## src/rtl/pse_pkg.sv

```systemverilog
// Constants, types and helpers for the status-word and exception-entry block.
// Assumes one core clock; every user of these names imports the whole package.
// Contract
// RULE1 - Decode seven five-bit mode encodings
// RULE2 - One current, five saved status words
// RULE3 - Modes bank own stack and link
// RULE4 - Low eight bits form control group
// RULE5 - Mask bits block their interrupt kind
// RULE6 - State flag selects compact or wide
// RULE7 - Software never flips state flag directly; here a privileged CSW write sets bit 5 as written
// RULE8 - Invalid mode locks until reset
// RULE9 - Flags set by operations, tested outside
// RULE10 - Control group writable only when privileged
// RULE11 - Software preserves reserved status bits
// RULE12 - Simultaneous exceptions served in priority
// RULE13 - Call, trap, link: plus four/two
// RULE14 - Interrupt link is skipped address plus four
// RULE15 - Fetch abort link is address plus four
// RULE16 - Data abort link is address plus eight
// RULE17 - Reset leaves supervisor link undefined
// RULE18 - Entry copies current word to saved
// RULE19 - Entry forces mode of exception
// RULE20 - Entry redirects fetch, may set masks
// RULE21 - Entry clears state flag, wide start
// RULE22 - Restore brings back earlier state flag
// RULE23 - Vectors at fixed low word addresses
// RULE24 - No saved word in user, system
package pse_pkg;

   // ----------------------------------------
   // Mode encodings
   // ----------------------------------------
   localparam logic [4:0] MODE_USER = 5'h10; // RULE1
   localparam logic [4:0] MODE_FIQ = 5'h11;
   localparam logic [4:0] MODE_IRQ = 5'h12;
   localparam logic [4:0] MODE_SVC = 5'h13;
   localparam logic [4:0] MODE_ABT = 5'h17;
   localparam logic [4:0] MODE_UND = 5'h1B;
   localparam logic [4:0] MODE_SYS = 5'h1F;

   // ----------------------------------------
   // Status word layout and reset value
   // ----------------------------------------
   localparam int FLAGS_LSB = 28;
   localparam int CTRL_MSB = 7; // RULE4
   localparam int BIT_IRQ_MASK = 7;
   localparam int BIT_FIQ_MASK = 6;
   localparam int BIT_COMPACT = 5;
   localparam int MODE_MSB = 4;
   localparam logic [31:0] CSW_RESET = 32'h000000D3;

   // ----------------------------------------
   // Vectors and link offsets
   // ----------------------------------------
   localparam logic [31:0] VEC_RESET = 32'h00000000; // RULE23
   localparam logic [31:0] VEC_UNDEF = 32'h00000004;
   localparam logic [31:0] VEC_CALL = 32'h00000008;
   localparam logic [31:0] VEC_FETCH = 32'h0000000C;
   localparam logic [31:0] VEC_DATA = 32'h00000010;
   localparam logic [31:0] VEC_IRQ = 32'h00000018;
   localparam logic [31:0] VEC_FIQ = 32'h0000001C;
   localparam logic [31:0] LINK_WIDE = 32'h00000004;
   localparam logic [31:0] LINK_COMPACT = 32'h00000002;
   localparam logic [31:0] LINK_DATA = 32'h00000008;

   // ----------------------------------------
   // Register port map
   // ----------------------------------------
   localparam logic [7:0] REG_CSW = 8'h00;
   localparam logic [7:0] REG_SSW = 8'h04;
   localparam logic [7:0] REG_SP = 8'h08;
   localparam logic [7:0] REG_LINK = 8'h0C;
   localparam logic [7:0] REG_STAT = 8'h10;
   localparam int STAT_BUSY = 0;
   localparam int STAT_LOCK = 1;
   localparam int STAT_PRIV = 2;
   localparam int STAT_PEND_LSB = 8;
   localparam int CMD_RESTORE = 0;
   localparam int PEND_UNDEF = 0;
   localparam int PEND_CALL = 1;
   localparam int PEND_FETCH = 2;
   localparam int PEND_DATA = 3;
   localparam int NUM_BANKS = 6;

   typedef enum logic [2:0] {
      EXC_NONE = 3'h0, EXC_RESET = 3'h1, EXC_UNDEF = 3'h2, EXC_CALL = 3'h3,
      EXC_FETCH = 3'h4, EXC_DATA = 3'h5, EXC_IRQ = 3'h6, EXC_FIQ = 3'h7
   } pse_exc_t;

   typedef enum logic [1:0] {
      ST_IDLE = 2'h0, ST_LINK = 2'h1, ST_SAVE = 2'h2, ST_FORCE = 2'h3
   } pse_state_t;

   // ----------------------------------------
   // Helpers
   // ----------------------------------------
   function automatic logic pse_mode_valid(input logic [4:0] m);
      pse_mode_valid = (m == MODE_USER) || (m == MODE_FIQ) || (m == MODE_IRQ) || (m == MODE_SVC)
         || (m == MODE_ABT) || (m == MODE_UND) || (m == MODE_SYS); // RULE1
   endfunction

   function automatic logic pse_mode_priv(input logic [4:0] m);
      pse_mode_priv = pse_mode_valid(m) && (m != MODE_USER);
   endfunction

   // Bank 0 is shared by user and system; it owns no saved word
   function automatic logic [2:0] pse_bank_of(input logic [4:0] m);
      case (m)
         MODE_FIQ: pse_bank_of = 3'h1;
         MODE_IRQ: pse_bank_of = 3'h2;
         MODE_SVC: pse_bank_of = 3'h3;
         MODE_ABT: pse_bank_of = 3'h4;
         MODE_UND: pse_bank_of = 3'h5;
         default: pse_bank_of = 3'h0;
      endcase
   endfunction

   function automatic logic [4:0] pse_exc_mode(input pse_exc_t k);
      case (k)
         EXC_UNDEF: pse_exc_mode = MODE_UND;
         EXC_FETCH, EXC_DATA: pse_exc_mode = MODE_ABT;
         EXC_IRQ: pse_exc_mode = MODE_IRQ;
         EXC_FIQ: pse_exc_mode = MODE_FIQ;
         default: pse_exc_mode = MODE_SVC;
      endcase
   endfunction

   function automatic logic [31:0] pse_exc_vector(input pse_exc_t k);
      case (k)
         EXC_UNDEF: pse_exc_vector = VEC_UNDEF;
         EXC_CALL: pse_exc_vector = VEC_CALL;
         EXC_FETCH: pse_exc_vector = VEC_FETCH;
         EXC_DATA: pse_exc_vector = VEC_DATA;
         EXC_IRQ: pse_exc_vector = VEC_IRQ;
         EXC_FIQ: pse_exc_vector = VEC_FIQ;
         default: pse_exc_vector = VEC_RESET;
      endcase
   endfunction

   function automatic logic [31:0] pse_link_offset(input pse_exc_t k, input logic compact);
      case (k)
         EXC_UNDEF, EXC_CALL: pse_link_offset = compact ? LINK_COMPACT : LINK_WIDE; // RULE13
         EXC_DATA: pse_link_offset = LINK_DATA; // RULE16
         default: pse_link_offset = LINK_WIDE; // RULE14 RULE15
      endcase
   endfunction

endpackage

```

## src/rtl/pse_arbiter.sv

```systemverilog
// Priority pick among pending exceptions and synchronised interrupt pins.
// Assumes pins are asynchronous and active low; other inputs share the clock.
`timescale 1ns/100ps
module pse_arbiter
   import pse_pkg::*;
(
   input wire logic clock,
   input wire logic nrst,
   input wire logic irq_req_n,
   input wire logic fiq_req_n,
   input wire logic [3:0] pend,
   input wire logic irq_mask_bit,
   input wire logic fiq_mask_bit,
   input wire logic boundary,
   output pse_exc_t grant
);

   // ----------------------------------------
   // Pin synchronisers
   // ----------------------------------------
   logic irq_s1, irq_s2, fiq_s1, fiq_s2;
   logic irq_act, fiq_act;

   always_ff @(posedge clock or negedge nrst)
      if (!nrst)
      begin
         irq_s1 <= 1'b1;
         irq_s2 <= 1'b1;
         fiq_s1 <= 1'b1;
         fiq_s2 <= 1'b1;
      end
      else
      begin
         irq_s1 <= irq_req_n;
         irq_s2 <= irq_s1;
         fiq_s1 <= fiq_req_n;
         fiq_s2 <= fiq_s1;
      end

   // Interrupt levels are looked at only at instruction ends
   assign irq_act = boundary && !irq_s2 && !irq_mask_bit; // RULE5
   assign fiq_act = boundary && !fiq_s2 && !fiq_mask_bit; // RULE5

   // ----------------------------------------
   // Fixed priority
   // ----------------------------------------
   always_comb
   begin
      grant = EXC_NONE;
      if (pend[PEND_DATA]) // RULE12
         grant = EXC_DATA;
      else if (fiq_act)
         grant = EXC_FIQ;
      else if (irq_act)
         grant = EXC_IRQ;
      else if (pend[PEND_FETCH])
         grant = EXC_FETCH;
      else if (pend[PEND_UNDEF])
         grant = EXC_UNDEF;
      else if (pend[PEND_CALL])
         grant = EXC_CALL;
   end

endmodule

```

## src/rtl/pse_bank.sv

```systemverilog
// Banked stack and link registers and the five saved status words.
// Assumes one writer per port per cycle; the caller resolves priority.
`timescale 1ns/100ps
module pse_bank
   import pse_pkg::*;
(
   input wire logic clock,
   input wire logic nrst,
   input wire logic [2:0] rd_bank,
   output logic [31:0] sp_rd,
   output logic [31:0] link_rd,
   output logic [31:0] ssw_rd,
   input wire logic sp_we,
   input wire logic [31:0] sp_wdata,
   input wire logic link_we,
   input wire logic [2:0] link_wbank,
   input wire logic [31:0] link_wdata,
   input wire logic ssw_we,
   input wire logic [2:0] ssw_wbank,
   input wire logic [31:0] ssw_wdata
);

   // ----------------------------------------
   // Storage
   // ----------------------------------------
   // Stack and link data carry no reset; nothing may rely on them before a write
   logic [31:0] sp_mem [NUM_BANKS];
   logic [31:0] link_mem [NUM_BANKS];
   logic [31:0] ssw_mem [1:NUM_BANKS-1];

   always_ff @(posedge clock)
      if (sp_we)
         sp_mem[rd_bank] <= sp_wdata; // RULE3

   always_ff @(posedge clock)
      if (link_we)
         link_mem[link_wbank] <= link_wdata; // RULE3

   always_ff @(posedge clock or negedge nrst)
      if (!nrst)
      begin
         for (int i = 1; i < NUM_BANKS; i++)
            ssw_mem[i] <= 32'h00000000;
      end
      else if (ssw_we && (ssw_wbank != 3'h0)) // RULE2 RULE24
         ssw_mem[ssw_wbank] <= ssw_wdata;

   // ----------------------------------------
   // Read side
   // ----------------------------------------
   assign sp_rd = sp_mem[rd_bank];
   assign link_rd = link_mem[rd_bank];
   assign ssw_rd = (rd_bank == 3'h0) ? 32'h00000000 : ssw_mem[rd_bank]; // RULE24

endmodule

```

## src/rtl/pse_psr_exception_entry.sv

```systemverilog
// Current status word, register port and the exception-entry sequencer.
// Assumes the core holds instr_addr steady while entry_busy is high.
`timescale 1ns/100ps
module pse_psr_exception_entry
   import pse_pkg::*;
(
   input wire logic clock,
   input wire logic nrst,
   input wire logic [7:0] reg_addr,
   input wire logic [31:0] reg_wdata,
   input wire logic reg_wr,
   input wire logic reg_rd,
   output logic [31:0] reg_rdata,
   input wire logic flags_we,
   input wire logic [3:0] flags_in,
   input wire logic undef_req,
   input wire logic call_req,
   input wire logic fetch_abort_req,
   input wire logic data_abort_req,
   input wire logic branch_link_req,
   input wire logic irq_req_n,
   input wire logic fiq_req_n,
   input wire logic instr_boundary,
   input wire logic [31:0] instr_addr,
   output logic fetch_redirect,
   output logic [31:0] fetch_addr,
   output logic instr_state_out,
   output logic [4:0] mode_out,
   output logic [3:0] flags_out,
   output logic entry_busy,
   output logic mode_locked
);

   // ----------------------------------------
   // Declarations
   // ----------------------------------------
   pse_state_t state, next_state;
   pse_exc_t grant, ent_kind;
   logic [31:0] csw;
   logic [31:0] ent_addr;
   logic ent_compact;
   logic [3:0] pend, pend_set, pend_clr;
   logic [4:0] cur_mode;
   logic [2:0] cur_bank, tgt_bank;
   logic priv;
   logic take;
   logic restore;
   logic wr_csw, wr_ssw, wr_sp, wr_link;
   logic [31:0] sp_rd, link_rd, ssw_rd;
   logic link_we, ssw_we;
   logic [2:0] link_wbank, ssw_wbank;
   logic [31:0] link_wdata, ssw_wdata;
   logic [31:0] next_rdata;

   assign cur_mode = csw[MODE_MSB:0];
   assign cur_bank = pse_bank_of(cur_mode);
   assign tgt_bank = pse_bank_of(pse_exc_mode(ent_kind));
   assign priv = pse_mode_priv(cur_mode);
   assign wr_csw = reg_wr && (reg_addr == REG_CSW);
   assign wr_ssw = reg_wr && (reg_addr == REG_SSW);
   assign wr_sp = reg_wr && (reg_addr == REG_SP);
   assign wr_link = reg_wr && (reg_addr == REG_LINK);
   // Restore is refused outside exception modes and while locked
   assign restore = reg_wr && (reg_addr == REG_STAT) && reg_wdata[CMD_RESTORE]
      && (cur_bank != 3'h0) && !mode_locked; // RULE24
   assign take = (state == ST_IDLE) && !mode_locked && (grant != EXC_NONE); // RULE8

   assign instr_state_out = csw[BIT_COMPACT]; // RULE6
   assign mode_out = cur_mode;
   assign flags_out = csw[31:FLAGS_LSB]; // RULE9
   assign entry_busy = (state != ST_IDLE);

   // ----------------------------------------
   // Submodules
   // ----------------------------------------
   pse_arbiter u_arbiter (
      .clock(clock),
      .nrst(nrst),
      .irq_req_n(irq_req_n),
      .fiq_req_n(fiq_req_n),
      .pend(pend),
      .irq_mask_bit(csw[BIT_IRQ_MASK]),
      .fiq_mask_bit(csw[BIT_FIQ_MASK]),
      .boundary(instr_boundary),
      .grant(grant)
   );

   pse_bank u_bank (
      .clock(clock),
      .nrst(nrst),
      .rd_bank(cur_bank),
      .sp_rd(sp_rd),
      .link_rd(link_rd),
      .ssw_rd(ssw_rd),
      .sp_we(wr_sp),
      .sp_wdata(reg_wdata),
      .link_we(link_we),
      .link_wbank(link_wbank),
      .link_wdata(link_wdata),
      .ssw_we(ssw_we),
      .ssw_wbank(ssw_wbank),
      .ssw_wdata(ssw_wdata)
   );

   // ----------------------------------------
   // Pending synchronous exceptions
   // ----------------------------------------
   assign pend_set = {data_abort_req, fetch_abort_req, call_req, undef_req};

   always_comb
   begin
      pend_clr = 4'h0;
      if (take)
      begin
         case (grant)
            EXC_UNDEF: pend_clr[PEND_UNDEF] = 1'b1;
            EXC_CALL: pend_clr[PEND_CALL] = 1'b1;
            EXC_FETCH: pend_clr[PEND_FETCH] = 1'b1;
            EXC_DATA: pend_clr[PEND_DATA] = 1'b1;
            default: pend_clr = 4'h0;
         endcase
      end
   end

   // A request in the cycle its bit is cleared survives
   always_ff @(posedge clock or negedge nrst)
      if (!nrst)
         pend <= 4'h0;
      else
         pend <= (pend & ~pend_clr) | pend_set; // RULE12

   // ----------------------------------------
   // Entry sequencer
   // ----------------------------------------
   always_comb
   begin
      case (state)
         ST_IDLE: next_state = take ? ST_LINK : ST_IDLE;
         ST_LINK: next_state = ST_SAVE;
         ST_SAVE: next_state = ST_FORCE;
         ST_FORCE: next_state = ST_IDLE;
         default: next_state = ST_IDLE;
      endcase
   end

   // Reset enters through the force step alone, so reset never writes the supervisor link
   always_ff @(posedge clock or negedge nrst)
      if (!nrst)
         state <= ST_FORCE; // RULE17
      else
         state <= next_state; // RULE12

   always_ff @(posedge clock or negedge nrst)
      if (!nrst)
      begin
         ent_kind <= EXC_RESET;
         ent_addr <= 32'h00000000;
         ent_compact <= 1'b0;
      end
      else if (take)
      begin
         ent_kind <= grant;
         ent_addr <= instr_addr;
         ent_compact <= csw[BIT_COMPACT];
      end

   // ----------------------------------------
   // Link and saved word writes
   // ----------------------------------------
   // Entry owns the link port; a branch-link or port write in that cycle is dropped
   always_comb
   begin
      link_we = 1'b0;
      link_wbank = cur_bank;
      link_wdata = reg_wdata;
      if (state == ST_LINK)
      begin
         link_we = 1'b1;
         link_wbank = tgt_bank;
         link_wdata = ent_addr + pse_link_offset(ent_kind, ent_compact); // RULE13 RULE14 RULE15 RULE16
      end
      else if (branch_link_req)
      begin
         link_we = 1'b1;
         link_wdata = instr_addr + (csw[BIT_COMPACT] ? LINK_COMPACT : LINK_WIDE); // RULE13
      end
      else if (wr_link)
         link_we = 1'b1;
   end

   always_comb
   begin
      ssw_we = 1'b0;
      ssw_wbank = cur_bank;
      ssw_wdata = reg_wdata;
      if (state == ST_SAVE)
      begin
         ssw_we = 1'b1;
         ssw_wbank = tgt_bank;
         ssw_wdata = csw; // RULE18
      end
      else if (wr_ssw)
         ssw_we = 1'b1; // RULE24
   end

   // ----------------------------------------
   // Current status word
   // ----------------------------------------
   // Reserved bits are stored as written so read-modify-write keeps them
   always_ff @(posedge clock or negedge nrst)
      if (!nrst)
         csw <= CSW_RESET;
      else if (state == ST_FORCE)
      begin
         csw[MODE_MSB:0] <= pse_exc_mode(ent_kind); // RULE19
         csw[BIT_IRQ_MASK] <= 1'b1; // RULE20
         csw[BIT_FIQ_MASK] <= csw[BIT_FIQ_MASK] | (ent_kind == EXC_FIQ) | (ent_kind == EXC_RESET);
         csw[BIT_COMPACT] <= 1'b0; // RULE21
      end
      else if (restore)
         csw <= ssw_rd; // RULE22
      else if (wr_csw)
      begin
         csw[31:CTRL_MSB+1] <= reg_wdata[31:CTRL_MSB+1]; // RULE9
         if (priv)
            csw[CTRL_MSB:0] <= reg_wdata[CTRL_MSB:0]; // RULE10
      end
      else if (flags_we)
         csw[31:FLAGS_LSB] <= flags_in; // RULE9

   // An illegal mode cannot be left without reset
   always_ff @(posedge clock or negedge nrst)
      if (!nrst)
         mode_locked <= 1'b0;
      else if (!pse_mode_valid(cur_mode))
         mode_locked <= 1'b1; // RULE8

   // ----------------------------------------
   // Fetch redirect
   // ----------------------------------------
   always_ff @(posedge clock or negedge nrst)
      if (!nrst)
      begin
         fetch_redirect <= 1'b0;
         fetch_addr <= VEC_RESET;
      end
      else
      begin
         fetch_redirect <= (state == ST_FORCE); // RULE20
         if (state == ST_FORCE)
            fetch_addr <= pse_exc_vector(ent_kind); // RULE23
      end

   // ----------------------------------------
   // Register read port
   // ----------------------------------------
   always_comb
   begin
      next_rdata = 32'h00000000;
      case (reg_addr)
         REG_CSW: next_rdata = csw;
         REG_SSW: next_rdata = ssw_rd; // RULE24
         REG_SP: next_rdata = sp_rd;
         REG_LINK: next_rdata = link_rd;
         REG_STAT:
         begin
            next_rdata[STAT_BUSY] = entry_busy;
            next_rdata[STAT_LOCK] = mode_locked;
            next_rdata[STAT_PRIV] = priv;
            next_rdata[STAT_PEND_LSB+3:STAT_PEND_LSB] = pend;
         end
         default: next_rdata = 32'h00000000;
      endcase
   end

   // Data stands one cycle only, zero otherwise
   always_ff @(posedge clock or negedge nrst)
      if (!nrst)
         reg_rdata <= 32'h00000000;
      else
         reg_rdata <= reg_rd ? next_rdata : 32'h00000000;
endmodule

```

## config.mk

```make
export PLATFORM = sky130hd
export DESIGN_NAME = pse_psr_exception_entry
export DESIGN_NICKNAME = d
export VERILOG_FILES = /design/src/rtl/pse_pkg.sv /design/src/rtl/pse_arbiter.sv /design/src/rtl/pse_bank.sv /design/src/rtl/pse_psr_exception_entry.sv
export SDC_FILE = /design/constraint.sdc
export NUM_CORES = 1
export LEC_CHECK = 0
export ABC_AREA = 1
export BUFFER_PORTS_ARGS = -buffer_cell sky130_fd_sc_hd__buf_2
export CAP_MARGIN = 0
export CORE_UTILIZATION = 60
export CTS_BUF_LIST = sky130_fd_sc_hd__clkbuf_4 sky130_fd_sc_hd__clkbuf_8
export DETAILED_ROUTE_END_ITERATION = 8
export PLACE_DENSITY_LB_ADDON = 0.3
export SLEW_MARGIN = 10
export SYNTH_ARGS = -nofsm -noshare
export SYNTH_HDL_FRONTEND = slang
export SYNTH_SLANG_ARGS = --single-unit
```

## constraint.sdc

```tcl
create_clock -name clock -period 5.8 [get_ports clock]
set_clock_uncertainty 0.2 [all_clocks]
set_input_delay 0.87 -clock clock [delete_from_list [all_inputs] [get_ports clock]]
set_output_delay 0.87 -clock clock [all_outputs]
set_load 0.03 [all_outputs]
```

## Word-level counts from Yosys, hierarchy flattened

Memory sizes are Yosys's and may differ from the RTL's.
Index checks and enable logic that the tools add are counted.

| storage, ports and cells | value |
|---|---|
| bits in registers | 304 |
| input port bits | 89 |
| memories kept | 2 |
| memory bits (writable) | 384 |
| output and inout port bits | 77 |

| operators by class | value |
|---|---|
| eq/ne operators | 31 |
| bitwise logic cells | 8 |
| muxes and demuxes | 53 |
| reductions and logical operators | 44 |
| $add $sub $neg | 2 |
| $lt $le $gt $ge | 3 |

Memory list:

| memory | depth | width | rd ports | clocked after memory_dff | write ports | RTL line | text |
|---|---|---|---|---|---|---|---|
| u_bank.link_mem | 6 | 32 | 1 | 0 | 1 | pse_bank.sv:28 | `logic [31:0] link_mem [NUM_BANKS];` |
| u_bank.sp_mem | 6 | 32 | 1 | 0 | 1 | pse_bank.sv:27 | `logic [31:0] sp_mem [NUM_BANKS];` |

Operators with widths:

| kind | count |
|---|---|
| 2-to-1 mux 32 bit | 10 |
| bitwise mux 160 bit | 1 |
| binary-select mux 32 bit (select 3 bit) | 1 |
| demux 32 bit (select 3 bit) | 1 |
| one-hot mux 20 bit (4 select lines) | 1 |
| == test 5 bit (second input constant) | 12 |
| one-hot mux 3 bit (5 select lines) | 3 |
| adder 32 x 3 -> 32 bit | 1 |
| adder 32 bit | 1 |
| one-hot mux 5 bit (6 select lines) | 1 |
| 2-to-1 mux 28 bit | 1 |
| 2-to-1 mux 3 bit | 9 |
| one-hot mux 4 bit (5 select lines) | 1 |
| one-hot mux 5 bit (4 select lines) | 1 |
| == test 3 bit (second input constant) | 6 |
| nonzero test 3 bit | 6 |
| logical AND 1 bit | 17 |
| == test 8 x 4 -> 1 bit (second input constant) | 2 |
| 2-to-1 mux 8 bit | 2 |
| one-hot mux 4 bit (4 select lines) | 1 |
| 2-to-1 mux 1 bit | 14 |
| == test 3 x 2 -> 1 bit (second input constant) | 4 |
| 2-to-1 mux 4 bit | 3 |
| == test 8 x 3 -> 1 bit (second input constant) | 1 |
| 24 further kinds | 41 |

## Depth between registers and ports, before layout

| depth | value |
|---|---|
| word-level depth | 12 |
| gate-level depth with buffers | 18 |

## Hierarchy

From an unflattened synthesis, not the netlist that was laid out.

| second synthesis, totals | value |
|---|---|
| cell total of the unflattened synthesis | 3576 |
| area, all modules | 31639.1 um^2 |

Modules (own cells, without submodules):

| module | instances | seq. area each (um^2) | area each (um^2) | cells each |
|---|---|---|---|---|
| pse_bank | 1 | 15534.9 | 22685.5 | 2152 |
| pse_psr_exception_entry | 1 | 2787.7 | 8767.2 | 1402 |
| pse_arbiter | 1 | 105.1 | 186.4 | 22 |

## Worst setup path after synthesis

No wires, ideal clock.

| timing | value |
|---|---|
| path kind | input -> register |
| from | input reg_addr[5] |
| to | memory u_bank.sp_mem[2][0], enable pin |
| slack | 1069 ps |
| buffers on the path | 1 |
| required time | 5139 ps |
| stages | 6 |
| library setup time | 461 ps |
| arrival time | 4069 ps |
| path through | nor2_1 > nand3_2 > nor2_1 > clkbuf_1 > nand2_1 > nor3_1 |

| on the way | value |
|---|---|
| longest elaborated chain between the ends | 4 |

Ends and longest elaborated chain:

| what | RTL line | text |
|---|---|---|
| start, declared | pse_psr_exception_entry.sv:9 | `input wire logic [7:0] reg_addr,` |
| == test 8 x 4 -> 1 bit | pse_psr_exception_entry.sv:61 | `assign wr_sp = reg_wr && (reg_addr == REG_SP);` |
| logical AND 1 bit | pse_psr_exception_entry.sv:61 |  |
| 2-to-1 mux 1 bit | pse_bank.sv:32 | `if (sp_we)` |
| 2-to-1 mux 1 bit (not written as such) | pse_bank.sv:33 | `sp_mem[rd_bank] <= sp_wdata;` |
| end, declared | pse_bank.sv:27 |  |

No other way between the ends.

## Worst setup path after layout

| timing | value |
|---|---|
| from | register ent_kind[2] |
| to | memory u_bank.link_mem[0][23], enable pin |

| on the way | value |
|---|---|
| longest elaborated chain between the ends | 6 |

Ends and longest elaborated chain:

| what | RTL line | text |
|---|---|---|
| start, declared | pse_psr_exception_entry.sv:38 | `pse_exc_t grant, ent_kind;` |
| start signal, assigned | pse_psr_exception_entry.sv:162 | `ent_kind <= grant;` |
| == test 3 bit | pse_pkg.sv:119 | `case (k)` |
| OR reduction 2 bit | pse_pkg.sv:119 |  |
| one-hot mux 4 bit (4 select lines) * | pse_pkg.sv:119 |  |
| == test 5 bit | pse_pkg.sv:108 | `case (m)` |
| one-hot mux 3 bit (5 select lines) * | pse_pkg.sv:108 |  |
| 2-to-1 mux 3 bit * | pse_psr_exception_entry.sv:176 | `if (state == ST_LINK)` |
| end, declared | pse_bank.sv:28 |  |

Mark *: on every way between the ends. The rest lies on a longest branch, timed or not.

==> run_results.csv <==
group,metric,value,unit
worst_setup_path,worst-path-buf-inv,3,
final_layout,regArea,18400,sq um
yosys,synth_top_area_share,36.9,%
final_layout,synthToLayoutAreaGrowth,9.97,%
clock_network,cts-root-buf,"clkbuf_8",
clock_network,cts_tree,"built",
die,die_y,230,microns
timing,setup_violations,0,
worst_setup_path,path_delay_family,"simple AND/OR/NAND/NOR gates",
die,die_w,230,microns
clock_network,cts.repair.resized,0,
timing,whs,0.0589,ns
timing,tightest_slew,1.21,ns
timing,fin_setup_tns,0,ns
worst_setup_path,cp_max_fo,32,
yosys,synth_ff_type,"edfxtp_1",
timing,fin_crit,4.10,ns
yosys,ys_warn_count,0,
clock_network,cts_setup_buffers,0,
yosys,netlist-cell-type-count,52,
worst_setup_path,max_stage_delay,0.96,ns
final_layout,fin_nets,3685,
final_layout,fillers,4130,
routing,wl_per_cell,22.1,microns
clock_network,path_clk_slew,0.06,ns
routing,via_per_inst,5.99,
timing,rsz0062_at_grt,"false",
die,start_util,60.7,%
die,die-area,53000,sq um
clock_network,cts.htree.levels,3,
place,globalplace.congestion,0.983,
yosys,avgSynthCellArea,8.94,sq um
yosys,synth_edf_count,384,
worst_setup_path,crit_chain,"inv_2 > nand2_1 > nor2_1 > inv_1 > ha_1 > nand4_1 > o22ai_1 > o21ai_1 > inv_1 > nor2_4",
yosys,syn_area,31200,sq um
yosys,synthTopCellsByArea,"edfxtp_1 (37%), dfrtp_1 (21%), nand2_1 (13%), nand3_1 (6.6%), inv_1 (3.4%)",
worst_setup_path,critical_path.slowest_cell,"nor2_4",
worst_setup_path,cp_common_cell,"inv_1",
clock_network,clock_latency,0.71,ns
place,dp_hpwl,62500,microns
worst_setup_path,cp-end-kind,"flop",
worst_setup_path,crit_required,5.90,ns
yosys,synth-async-reset-ratio,41.7,%
clock_network,cts_buffers,105,
yosys,ys_ff_latch,659,
yosys,ys_seq_area_share,59.0,%
die,num_rows,83,
worst_setup_path,worstPathArrival,4.20,ns
routing,drt_wl_total,96100,microns
final_layout,multi_input_area,10800,sq um
grt,grt_start_max_net_pins,136,
place,io_buffer_count,136,
grt,antenna_found_initial,8,
routing,postRouteAntennaNets,0,
pwr,vdd_drop_max,273,uV
clock_network,cts_hold_buf,1,
grt,grt-ovfl-total,0,
timing,drv_slew,0,
worst_hold_path,hp-class,"in -> reg",
routing,dr.first_iter.drc_count,3496,
final_layout,drive_above_1_share,11.5,%
timing,max_freq,244,MHz
die,coreArea,51400,sq um
final_layout,final_common_cell,"nand2_1",
worst_setup_path,crit_type,"reg -> reg",
pwr,powerDensity,435,nW/um^2
yosys,yosysTopAreaCell,"edfxtp_1",
grt,track_usage,36.4,%
routing,dr.pass1.iters,6,
clock_network,cts_buffer_depth,3,
worst_setup_path,start_kind,"flop",
timing,finalCritPeriodShare,70.7,%
pwr,power.leakage,14.6,nW
routing,vias,26100,
clock_network,clock-sinks,659,
yosys,synthesis.instances,3494,
grt,grt_pass1_vias,24300,
timing,final_hold_viol_count,0,
timing,slew_headroom,19.1,%
routing,drc,0,
die,pin_count,166,
grt,grt_pass1_wl,144000,microns
outcome,status,"completed",
job,drv_cap,0,
final_layout,most-common-layout-cells,"nand2_1 (1079), nand3_1 (412), edfxtp_1 (384)",
==> per-stage QoR <==
step                      setup WS (ns)  instance area (sq um)  power (mW)  util, %  instances
final                              1.70                  34300        14.9     66.8       4352
after global routing               1.51                  34300        15.7     66.8       4351
after CTS                          1.74                  34300        14.8     66.8       4348
after detailed placement           1.78                  32200        10.9     62.7       4154
after global placement             1.87                  32200        10.8     62.7       4154
after floorplan                    1.07                  31300        9.61        -       3522
==> where the power goes <==
part,switching [mW],internal (mW),total (mW)
Combinational,3.16,1.17,4.33
Clock,1.86,2.14,4.00
Sequential,0.497,6.12,6.61
==> layer usage <==
| metal | share of wire, % | track usage (%) | routed length [microns] |
|---|---|---|---|
| met5 | 0 | 0 | 0 |
| met1 | 37 | 48.8 | 36000 |
| met3 | 12 | 8.13 | 11700 |
| met2 | 44 | 54.5 | 42300 |
| met4 | 6.3 | 21.6 | 6070 |
==> kinds of logic after synthesis <==
logic type | share of synthesized area (%)
other cells | 0.0120
xor+xnor | 0.589
fa+ha+maj | 0.609
buf+inv | 7.12
flops | 59.0
simple gates | 26.1
compound gates | 6.58
==> worst register-to-register path, delay by kind of cell (launching register included) <==
kind	cells	cell delay (ns)
AOI/OAI and AO/OA	2	0.79
adders and majority gates	1	0.25
buffers and inverters	3	0.56
DFF	1	0.44
and+or+nand+nor	4	1.43
==> cells in the mapped netlist, types with 31 or more instances <==
cell / instances
dfrtp_1: 263
nand4_1: 94
buf_4: 50
inv_1: 279
edfxtp_1: 384
a21oi_1: 31
buf_2: 94
o21ai_0: 176
clkbuf_1: 60
nand2_1: 1080
nor2_1: 254
o21ai_1: 111
nand3_1: 413
==> flip-flops by register name, summed over array words and instances, names as in the netlist <==
register / flops
mode_locked: 1
u_arbiter.fiq_s1: 1
fetch_addr: 3
pend: 4
ent_kind: 3
reg_rdata: 32
csw: 32
u_arbiter.irq_s1: 1
fetch_redirect: 1
u_bank.ssw_mem: 160
u_bank.sp_mem: 192
state: 2
ent_compact: 1
u_bank.link_mem: 192
u_arbiter.fiq_s2: 1
ent_addr: 32
u_arbiter.irq_s2: 1
==> path summary, 6_finish.rpt <==
path                                       startpoint                                to  slack (ns)  cells after the start
hold reg to reg            u_arbiter.irq_s1$_DFF_PN1_        u_arbiter.irq_s2$_DFF_PN1_        0.15                      0
max in group asynchronous                        nrst          ent_addr[27]$_DFFE_PN0P_        3.62                      3
setup / recovery              ent_kind[2]$_DFFE_PN0P_  u_bank.link_mem[0][23]$_DFFE_PP_        1.70                     10
hold / removal                              irq_req_n        u_arbiter.irq_s1$_DFF_PN1_        0.06                      1
setup reg to reg              ent_kind[2]$_DFFE_PN0P_  u_bank.link_mem[0][23]$_DFFE_PP_        1.70                     10
min in group asynchronous                        nrst                csw[3]$_DFFE_PN0P_        0.58                      2
==> final cells by class <==
type,count,share of cell area (%)
Sequential cell,659,53.7
Multi-Input combinational cell,2353,31.6
Timing Repair Buffer,171,2.93
Tap cell,680,2.48
Clock inverter,43,0.754
Antenna cell,4,0.0292
Clock buffer,150,5.37
Inverter,292,3.20
Note: power is estimated with default switching activity, not from simulation.
